**src/hw/crs_map.svh**
```systemverilog
`ifndef CRS_MAP_SVH
`define CRS_MAP_SVH
// Register select codes on the access port
`define CRS_SEL_ACC 5'h00
`define CRS_SEL_FLAG 5'h01
`define CRS_SEL_B_HI 5'h02
`define CRS_SEL_B_LO 5'h03
`define CRS_SEL_D_HI 5'h04
`define CRS_SEL_D_LO 5'h05
`define CRS_SEL_H_HI 5'h06
`define CRS_SEL_H_LO 5'h07
`define CRS_SEL_VBASE 5'h08
`define CRS_SEL_REFRESH 5'h09
`define CRS_SEL_IDX1 5'h0a
`define CRS_SEL_IDX2 5'h0b
`define CRS_SEL_SP 5'h0c
`define CRS_SEL_PC 5'h0d
`define CRS_SEL_PAIR1 5'h0e
`define CRS_SEL_PAIR2 5'h0f
`define CRS_SEL_PAIR3 5'h10
`define CRS_SEL_STATUS 5'h11
// Status word field positions
`define CRS_ST_EN1 0
`define CRS_ST_EN2 1
`define CRS_ST_MODE_LO 2
`define CRS_ST_MODE_HI 3
`define CRS_ST_BANK_AF 4
`define CRS_ST_BANK_GEN 5
// Fixed service addresses
`define CRS_NMI_ADDR 16'h0066
`define CRS_MODE1_ADDR 16'h0038
// Reset values
`define CRS_RST_WORD 16'h0000
`define CRS_RST_BYTE 8'h00
// Stack step per push or pop
`define CRS_SP_STEP 16'h0002
`endif

```
**src/hw/crs_pkg.sv**
```systemverilog
package crs_pkg;
	// Maskable response mode, held in the mode flop pair
	typedef enum logic [1:0] {
		CRS_MODE_INSERT = 2'b00,
		CRS_MODE_FIXED = 2'b01,
		CRS_MODE_VECTOR = 2'b10
	} crs_mode_t;
	// Interrupt entry sequencer, Gray along idle, ack, enter
	typedef enum logic [1:0] {
		CRS_IDLE = 2'b00,
		CRS_ACK = 2'b01,
		CRS_ENTER = 2'b11
	} crs_state_t;
endpackage

```
**src/hw/crs_core_regs.sv**
```systemverilog
`timescale 1ns/1ps
`default_nettype none
`include "crs_map.svh"
module crs_core_regs
(
	input wire logic clk,
	input wire logic reset,
	// Resolved request levels, active high
	input wire logic nmi_req,
	input wire logic int_req,
	input wire logic bus_request,
	// Sequencing strobes from the instruction decoder
	input wire logic instr_last,
	input wire logic fetch_cycle,
	input wire logic pc_step,
	input wire logic push_op,
	input wire logic pop_op,
	input wire logic swap_af,
	input wire logic swap_gen,
	input wire logic op_ei,
	input wire logic op_di,
	input wire logic op_retn,
	input wire logic op_mode,
	input wire logic [1:0] mode_val,
	// Register write and read port
	input wire logic wr_en,
	input wire logic [4:0] wr_sel,
	input wire logic [15:0] wr_data,
	input wire logic [4:0] rd_sel,
	output logic [15:0] rd_data,
	// Acknowledge vector byte from the peripheral
	input wire logic ack_valid,
	input wire logic [7:0] ack_vector,
	// Interrupt entry outputs
	output logic int_ack,
	output logic insert_opcode,
	output logic nmi_taken,
	output logic int_taken,
	output logic [15:0] service_addr,
	// Core state outputs
	output logic [15:0] pc_out,
	output logic [15:0] sp_out,
	output logic [7:0] refresh_addr,
	output logic refresh_drive,
	output logic enable_flop_first,
	output logic enable_flop_second,
	output logic [1:0] response_mode_flops
);
	// =========================================================
	// Storage
	// =========================================================
	// 2x(A,F)+2x6 general+I+R = 144 bits, IX,IY,SP,PC 64: 208 with flags
	logic [7:0] af_q [0:1][0:1]; // Bank, then accumulator/flags
	logic [7:0] gen_q [0:1][0:5]; // Bank, then B C D E H L
	logic af_bank_q; // Active accumulator/flag bank
	logic gen_bank_q; // Active general bank
	logic [7:0] vbase_q; // Vector base
	logic [7:0] refresh_q; // Refresh counter
	logic [15:0] idx1_q; // First index
	logic [15:0] idx2_q; // Second index
	logic [15:0] sp_q; // Stack pointer
	logic [15:0] pc_q; // Program counter
	logic en1_q; // First enable flop
	logic en2_q; // Second enable flop
	crs_pkg::crs_mode_t mode_q; // Response mode flops
	crs_pkg::crs_state_t state_q; // Entry sequencer
	logic [15:0] target_q; // Address to load at entry
	logic nmi_kind_q; // Entry in progress is non-maskable
	logic [15:0] rd_data_q; // Read data
	logic int_ack_q; // Acknowledge asserted
	logic insert_q; // Next opcode comes off the data bus
	logic nmi_taken_q; // One-cycle entry pulse
	logic int_taken_q; // One-cycle entry pulse
	logic [7:0] refresh_addr_q; // Refresh value on address bus
	logic refresh_drive_q; // Refresh address valid
	// =========================================================
	// Decode helpers
	// =========================================================
	// Write strobe for one select code
	function automatic logic hit(input logic [4:0] sel);
		hit = wr_en && (wr_sel == sel);
	endfunction
	// Pair with first register as high byte
	function automatic logic [15:0] pair(input logic [7:0] hi, input logic [7:0] lo);
		pair = {hi, lo};
	endfunction
	// Sampling decisions at the instruction boundary
	logic take_nmi; // Non-maskable accepted this edge
	logic take_int; // Maskable accepted this edge
	// Decide only on the last clock of an instruction
	// Held off while the bus is requested
	assign take_nmi = instr_last && nmi_req && !bus_request && state_q == crs_pkg::CRS_IDLE;
	// Maskable gated by the first enable flop
	// Loses to a simultaneous non-maskable, stays pending
	assign take_int = instr_last && int_req && en1_q && !nmi_req && !bus_request
		&& state_q == crs_pkg::CRS_IDLE;
	// Lines arrive already wired-OR; only high means asserted
	// =========================================================
	// Accumulator, flag and general banks
	// =========================================================
	// Swaps flip the bank pointer, contents stay put
	always_ff @(posedge clk)
	begin
		if (reset)
		begin
			af_bank_q <= 1'b0;
			gen_bank_q <= 1'b0;
		end
		else
		begin
			// Toggle active bank
			if (swap_af)
				af_bank_q <= ~af_bank_q;
			if (swap_gen)
				gen_bank_q <= ~gen_bank_q;
		end
	end
	// Accumulator and flags written with operands and results
	// Decoder presents every instruction as these writes
	always_ff @(posedge clk)
	begin
		// Byte writes to the active bank
		if (hit(`CRS_SEL_ACC))
			af_q[af_bank_q][0] <= wr_data[7:0];
		if (hit(`CRS_SEL_FLAG))
			af_q[af_bank_q][1] <= wr_data[7:0];
	end
	// Single bytes or 16-bit pairs, high byte first
	always_ff @(posedge clk)
	begin
		// Single register writes
		for (int i = 0; i < 6; i++)
		begin
			if (hit(5'(`CRS_SEL_B_HI + i)))
				gen_q[gen_bank_q][i] <= wr_data[7:0];
		end
		// Pair writes, high byte to the even register
		for (int p = 0; p < 3; p++)
		begin
			if (hit(5'(`CRS_SEL_PAIR1 + p)))
			begin
				gen_q[gen_bank_q][2 * p] <= wr_data[15:8];
				gen_q[gen_bank_q][2 * p + 1] <= wr_data[7:0];
			end
		end
	end
	// =========================================================
	// Special-purpose registers
	// =========================================================
	// Vector base and index bases, plain storage
	always_ff @(posedge clk)
	begin
		if (reset)
		begin
			vbase_q <= `CRS_RST_BYTE;
			idx1_q <= `CRS_RST_WORD;
			idx2_q <= `CRS_RST_WORD;
		end
		else
		begin
			if (hit(`CRS_SEL_VBASE))
				vbase_q <= wr_data[7:0];
			if (hit(`CRS_SEL_IDX1))
				idx1_q <= wr_data;
			if (hit(`CRS_SEL_IDX2))
				idx2_q <= wr_data;
		end
	end
	// Refresh counter steps on each fetch, write wins
	always_ff @(posedge clk)
	begin
		if (reset)
			refresh_q <= `CRS_RST_BYTE;
		else if (hit(`CRS_SEL_REFRESH))
			refresh_q <= wr_data[7:0];
		else if (fetch_cycle)
			refresh_q <= refresh_q + 8'h01;
	end
	// Present the pre-step count in the cycle after the fetch
	always_ff @(posedge clk)
	begin
		if (reset)
		begin
			refresh_addr_q <= `CRS_RST_BYTE;
			refresh_drive_q <= 1'b0;
		end
		else
		begin
			refresh_drive_q <= fetch_cycle;
			if (fetch_cycle)
				refresh_addr_q <= refresh_q;
		end
	end
	// Push moves down two bytes, pop up two
	always_ff @(posedge clk)
	begin
		if (reset)
			sp_q <= `CRS_RST_WORD;
		else if (hit(`CRS_SEL_SP))
			sp_q <= wr_data;
		else if (push_op)
			sp_q <= sp_q - `CRS_SP_STEP;
		else if (pop_op)
			sp_q <= sp_q + `CRS_SP_STEP;
	end
	// Next fetch address; entry load has top priority
	always_ff @(posedge clk)
	begin
		if (reset)
			pc_q <= `CRS_RST_WORD;
		else if (state_q == crs_pkg::CRS_ENTER)
			pc_q <= target_q;
		else if (hit(`CRS_SEL_PC))
			pc_q <= wr_data;
		else if (pc_step)
			pc_q <= pc_q + 16'h0001;
	end
	// =========================================================
	// Interrupt status flops
	// =========================================================
	// Reset/disable clear both, enable sets both
	// Two enable flops kept apart from the mode pair
	always_ff @(posedge clk)
	begin
		if (reset)
		begin
			en1_q <= 1'b0;
			en2_q <= 1'b0;
		end
		else if (take_nmi)
		begin
			// Save first into second, then mask
			en2_q <= en1_q;
			en1_q <= 1'b0;
		end
		else if (take_int || op_di)
		begin
			// Maskable entry also masks further requests
			en1_q <= 1'b0;
			en2_q <= 1'b0;
		end
		else if (op_ei)
		begin
			en1_q <= 1'b1;
			en2_q <= 1'b1;
		end
		else if (op_retn)
			en1_q <= en2_q;
	end
	// Mode selected by software; unknown code is ignored
	always_ff @(posedge clk)
	begin
		if (reset)
			mode_q <= crs_pkg::CRS_MODE_INSERT;
		else if (op_mode && mode_val != 2'b11)
			mode_q <= crs_pkg::crs_mode_t'(mode_val);
	end
	// =========================================================
	// Interrupt entry sequencer
	// =========================================================
	always_ff @(posedge clk)
	begin
		if (reset)
		begin
			state_q <= crs_pkg::CRS_IDLE;
			target_q <= `CRS_RST_WORD;
			nmi_kind_q <= 1'b0;
			int_ack_q <= 1'b0;
			insert_q <= 1'b0;
		end
		else
		begin
			unique case (state_q)
				crs_pkg::CRS_IDLE:
				begin
					// Mode 0 insertion lasts one fetch
					if (fetch_cycle)
						insert_q <= 1'b0;
					if (take_nmi)
					begin
						target_q <= `CRS_NMI_ADDR;
						nmi_kind_q <= 1'b1;
						state_q <= crs_pkg::CRS_ENTER;
					end
					else if (take_int)
					begin
						nmi_kind_q <= 1'b0;
						unique case (mode_q)
							crs_pkg::CRS_MODE_FIXED:
							begin
								target_q <= `CRS_MODE1_ADDR;
								state_q <= crs_pkg::CRS_ENTER;
							end
							crs_pkg::CRS_MODE_VECTOR:
							begin
								int_ack_q <= 1'b1;
								state_q <= crs_pkg::CRS_ACK;
							end
							default:
							begin
								// Insertion: opcode taken off the data bus
								int_ack_q <= 1'b1;
								insert_q <= 1'b1;
							end
						endcase
					end
					else if (insert_q && fetch_cycle)
						int_ack_q <= 1'b0;
				end
				crs_pkg::CRS_ACK:
				begin
					// Wait for the peripheral's vector byte
					if (ack_valid)
					begin
						// Vector base is the high byte, bit 0 forced low
						target_q <= {vbase_q, ack_vector[7:1], 1'b0};
						int_ack_q <= 1'b0;
						state_q <= crs_pkg::CRS_ENTER;
					end
				end
				crs_pkg::CRS_ENTER:
				begin
					// Program counter loads this cycle
					state_q <= crs_pkg::CRS_IDLE;
				end
				default:
					state_q <= crs_pkg::CRS_IDLE;
			endcase
		end
	end
	// Entry pulses, one cycle as the program counter loads, or after mode 0 acceptance with no load
	always_ff @(posedge clk)
	begin
		if (reset)
		begin
			nmi_taken_q <= 1'b0;
			int_taken_q <= 1'b0;
		end
		else
		begin
			nmi_taken_q <= (state_q == crs_pkg::CRS_ENTER) && nmi_kind_q;
			int_taken_q <= ((state_q == crs_pkg::CRS_ENTER) && !nmi_kind_q)
				|| (take_int && mode_q == crs_pkg::CRS_MODE_INSERT);
		end
	end
	// =========================================================
	// Read port
	// =========================================================
	logic [15:0] rd_mux; // Selected register value
	always_comb
	begin
		rd_mux = `CRS_RST_WORD;
		unique case (rd_sel)
			`CRS_SEL_ACC: rd_mux = {8'h00, af_q[af_bank_q][0]};
			`CRS_SEL_FLAG: rd_mux = {8'h00, af_q[af_bank_q][1]};
			`CRS_SEL_B_HI: rd_mux = {8'h00, gen_q[gen_bank_q][0]};
			`CRS_SEL_B_LO: rd_mux = {8'h00, gen_q[gen_bank_q][1]};
			`CRS_SEL_D_HI: rd_mux = {8'h00, gen_q[gen_bank_q][2]};
			`CRS_SEL_D_LO: rd_mux = {8'h00, gen_q[gen_bank_q][3]};
			`CRS_SEL_H_HI: rd_mux = {8'h00, gen_q[gen_bank_q][4]};
			`CRS_SEL_H_LO: rd_mux = {8'h00, gen_q[gen_bank_q][5]};
			`CRS_SEL_VBASE: rd_mux = {8'h00, vbase_q};
			`CRS_SEL_REFRESH: rd_mux = {8'h00, refresh_q};
			`CRS_SEL_IDX1: rd_mux = idx1_q;
			`CRS_SEL_IDX2: rd_mux = idx2_q;
			`CRS_SEL_SP: rd_mux = sp_q;
			`CRS_SEL_PC: rd_mux = pc_q;
			`CRS_SEL_PAIR1: rd_mux = pair(gen_q[gen_bank_q][0], gen_q[gen_bank_q][1]);
			`CRS_SEL_PAIR2: rd_mux = pair(gen_q[gen_bank_q][2], gen_q[gen_bank_q][3]);
			`CRS_SEL_PAIR3: rd_mux = pair(gen_q[gen_bank_q][4], gen_q[gen_bank_q][5]);
			`CRS_SEL_STATUS:
			begin
				rd_mux[`CRS_ST_EN1] = en1_q;
				rd_mux[`CRS_ST_EN2] = en2_q;
				rd_mux[`CRS_ST_MODE_HI:`CRS_ST_MODE_LO] = mode_q;
				rd_mux[`CRS_ST_BANK_AF] = af_bank_q;
				rd_mux[`CRS_ST_BANK_GEN] = gen_bank_q;
			end
			default: rd_mux = `CRS_RST_WORD;
		endcase
	end
	// Registered read, one cycle after the select
	always_ff @(posedge clk)
	begin
		if (reset)
			rd_data_q <= `CRS_RST_WORD;
		else
			rd_data_q <= rd_mux;
	end
	// =========================================================
	// Outputs
	// =========================================================
	assign rd_data = rd_data_q;
	assign int_ack = int_ack_q;
	assign insert_opcode = insert_q;
	assign nmi_taken = nmi_taken_q;
	assign int_taken = int_taken_q;
	assign service_addr = pc_q;
	assign pc_out = pc_q;
	assign sp_out = sp_q;
	assign refresh_addr = refresh_addr_q;
	assign refresh_drive = refresh_drive_q;
	assign enable_flop_first = en1_q;
	assign enable_flop_second = en2_q;
	assign response_mode_flops = mode_q;
endmodule
`default_nettype wire

```
**config.mk**
```make
export PLATFORM = sky130hd
export DESIGN_NAME = crs_core_regs
export DESIGN_NICKNAME = d
export VERILOG_FILES = /design/src/hw/crs_pkg.sv /design/src/hw/crs_core_regs.sv
export VERILOG_INCLUDE_DIRS = /design/src /design/src/hw
export SDC_FILE = /design/constraint.sdc
export NUM_CORES = 1
export LEC_CHECK = 0
export BUFFER_PORTS_ARGS = -buffer_cell sky130_fd_sc_hd__clkbuf_2
export CORE_MARGIN = 2
export CORE_UTILIZATION = 54
export DETAILED_ROUTE_END_ITERATION = 7
export PLACE_DENSITY = 0.74
export RECOVER_POWER = 50
export SETUP_SLACK_MARGIN = 0.15
export SLEW_MARGIN = 20
export SYNTH_ARGS = -nofsm -noshare
export SYNTH_HDL_FRONTEND = slang
export SYNTH_SLANG_ARGS = --single-unit
```
**constraint.sdc**
```tcl
create_clock -name clk -period 4.3 [get_ports clk]
set_clock_uncertainty 0.1 [all_clocks]
set_input_delay 0.645 -clock clk [delete_from_list [all_inputs] [get_ports clk]]
set_output_delay 0.645 -clock clk [all_outputs]
set_load 0.05 [all_outputs]
```
==> results.toml <==
[outcome]
status = "completed"

[pwr]
powerDensity_nw_per_um2 = 445
worst_ir_drop_vdd_v = 0.000285
p_leak_nw = 5.12
finalPower_mw = 6.28

[clocking]
cts_buffer_depth = 3
cts.repair.resized = 0
cts_tree = "yes"
clock-root-buffer = "clkbuf_16"
postCtsHoldBufs = 0
clock_sinks = 263
h-tree-depth = 1
cts_buffers = 28
path_clk_slew_ns = 0.06
clock_latency_ns = 0.54
postCtsSetupRepairBufs = 0

[logic_synthesis]
syn_nets = 1286
synth.distinct_cells = 68
synth-warning-count = 0
synth_ff_type = "dfxtp_1"
syn_area_um2 = 12500
syn_area_per_cell_um2 = 10.3
netlist_instances = 1213
synth_edf_count = 128
async_flop_share_pct = 0
synth-seq-area-share_pct = 52.4
ys_seq_elements = 263

[die]
dieHeight_um = 156
coreArea_um2 = 22700
die_width_um = 156
fp.dieArea_um2 = 24400
io_pins = 135
start_util_pct = 55.0
num_rows = 55

[route]
detail-route-antenna-nets = 0
vias = 10100
wirelength_um = 37500
drt-pass1-iter-count = 6
vias_per_cell = 6.30
drc = 0
wire_per_inst_um = 23.3
drt_iter0_drc = 1122

[timing]
finalSetupViolations = 0
tightest_slew_ns = 1.41
tns_ns = 0
finalHoldViolCount = 0
slew_headroom_pct = 6.15
drv_slew = 0
min_period_ns = 2.74
rsz0062_at_grt = "no"
fmax_mhz = 365
finalCritPeriodShare_pct = 63.7

[worst_setup_path]
crit_type = "in -> reg"
slowest_delay_ns = 0.81
crit_path_cell_trace = "clkbuf_2 > buf_4 > nand2_1 > o21ai_0 > nand2b_1 > o22ai_1 > a2111oi_0 > a31oi_1"
path_buf_inv = 2
crit_path_start_kind = "input pin"
crit_family = "compound AO/OA/AOI/OAI gates"
crit_arrival_ns = 3.03
crit_path_end_kind = "flop"
crit_fanout = 11
critPathRequiredTime_ns = 4.60
crit_slowest_cell = "a2111oi_0"

[layout]
stdcell_count = 1610
final_layout_size_suffix_gt1_share_pct = 14.7
area_growth_pct = 13.0
final_nets = 1374

[place]
place_congestion = 0.954
dp_cells = 1556
hpwl_um = 26000
io_buffers = 133

[flow_run]
drv_cap = 0

[global_routing]
grt_pass1_vias = 9452
grt_pass1_wl_um = 56400
antenna_found_initial = 2
track_usage_pct = 30.6
grt_start_max_net_pins = 63
overflow = 0

[min_path]
hold_class = "in -> reg"
synthesized netlist by cell type (18+ instances only):
library cell / instances / area (um^2)
a21oi_1: 83 / 415
edfxtp_1: 128 / 3840
nor2_1: 113 / 424
xnor2_1: 24 / 210
nand2_1: 147 / 552
a211oi_1: 22 / 165
nor3_1: 20 / 100
mux2i_1: 91 / 911
nand3_1: 33 / 165
a22oi_1: 19 / 143
clkbuf_1: 32 / 120
mux2_2: 31 / 349
buf_2: 34 / 170
o22ai_1: 34 / 213
a221oi_1: 19 / 166
buf_4: 22 / 165
dfxtp_1: 135 / 2700
o21ai_0: 33 / 165
and3_1: 18 / 113
ha_1: 18 / 225
kinds of logic after synthesis:
| logic type | Yosys count | share of synthesized area [%] |
|---|---|---|
| simple gates | 401 | 14.8 |
| xor+xnor | 33 | 2.31 |
| mux | 122 | 10.1 |
| fa+ha+maj | 19 | 1.96 |
| compound gates | 274 | 14.4 |
| buf+inv | 101 | 4.03 |
| flops | 263 | 52.4 |
final timing paths:
check	endpoint	cells after the start	slack [ns]	from
max	rd_data[7]	8	1.56	rd_sel[0]
min	target_q[7]	3	0.25	ack_vector[7]
max reg2reg	rd_data[7]	5	1.63	flop
min reg2reg	target_q[7]	2	0.36	target_q[7]
layout by cell type, fill, tap and decap left out, drive strengths merged, types with 19 or more instances in the layout:
master,netlist,routed
a211oi,25,25
edfxtp,128,128
o21ai,36,36
o22ai,34,34
dfxtp,135,135
a21oi,83,83
mux2i,91,91
nand3,33,33
nand2,147,147
xnor2,24,24
clkbuf,32,182
a22oi,19,19
a221oi,19,19
nor3,24,24
mux2,31,31
nor2,114,114
power breakdown:
group / internal, mW / switching (mW) / total [mW] / leakage [nW]
sequential: 2.70 / 0.0986 / 2.80 / 2.25
clock: 1.62 / 0.965 / 2.58 / 0.493
combinational: 0.300 / 0.603 / 0.904 / 2.38
state kept, by name (all words and copies together) (netlist names), 2 cells and up, named ones only:
| name | cells |
|---|---|
| idx1_q | 16 |
| refresh_addr | 8 |
| response_mode_flops | 2 |
| pc_out | 16 |
| gen_q | 96 |
| target_q | 15 |
| sp_out | 16 |
| refresh_q | 8 |
| state_q | 2 |
| af_q | 32 |
| vbase_q | 8 |
| rd_data | 16 |
| idx2_q | 16 |
worst min-delay path, delay by kind of cell:
family                 cells  cell delay (ns)
AOI/OAI and AO/OA          1             0.06
buffers and inverters      1             0.08
and+or+nand+nor            1             0.05
layout make-up:
class,count,area (um^2)
fillers,1883,8580
flip-flops and latches,263,6550
repair buffers,150,731
inverters,9,33.8
diodes,2,5.00
clock buffers,45,868
well taps,285,357
multi-input cells,849,5450
clock inverters,7,138
through the flow:
stage	util (%)	hold WS, ns	instance area [um^2]	setup slack (ns)
5_1_grt	62.2	0.258	14100	1.48
4_1_cts	62.5	0.235	14200	1.67
6_report	62.2	0.247	14100	1.56
3_3_place_gp	58.0	0.340	13200	1.17
2_1_floorplan	-	0.332	12500	1.73
3_5_place_dp	58.1	0.345	13200	1.14
routing by layer:
metal	up-vias	global-route usage (%)	share of wire [%]
li1	4636	-	-
met2	549	49.6	47
met1	4867	42.4	40
met5	-	0	0
met4	0	9.31	3.3
met3	95	5.14	9.5
Note: power is estimated with default switching activity, not from simulation.
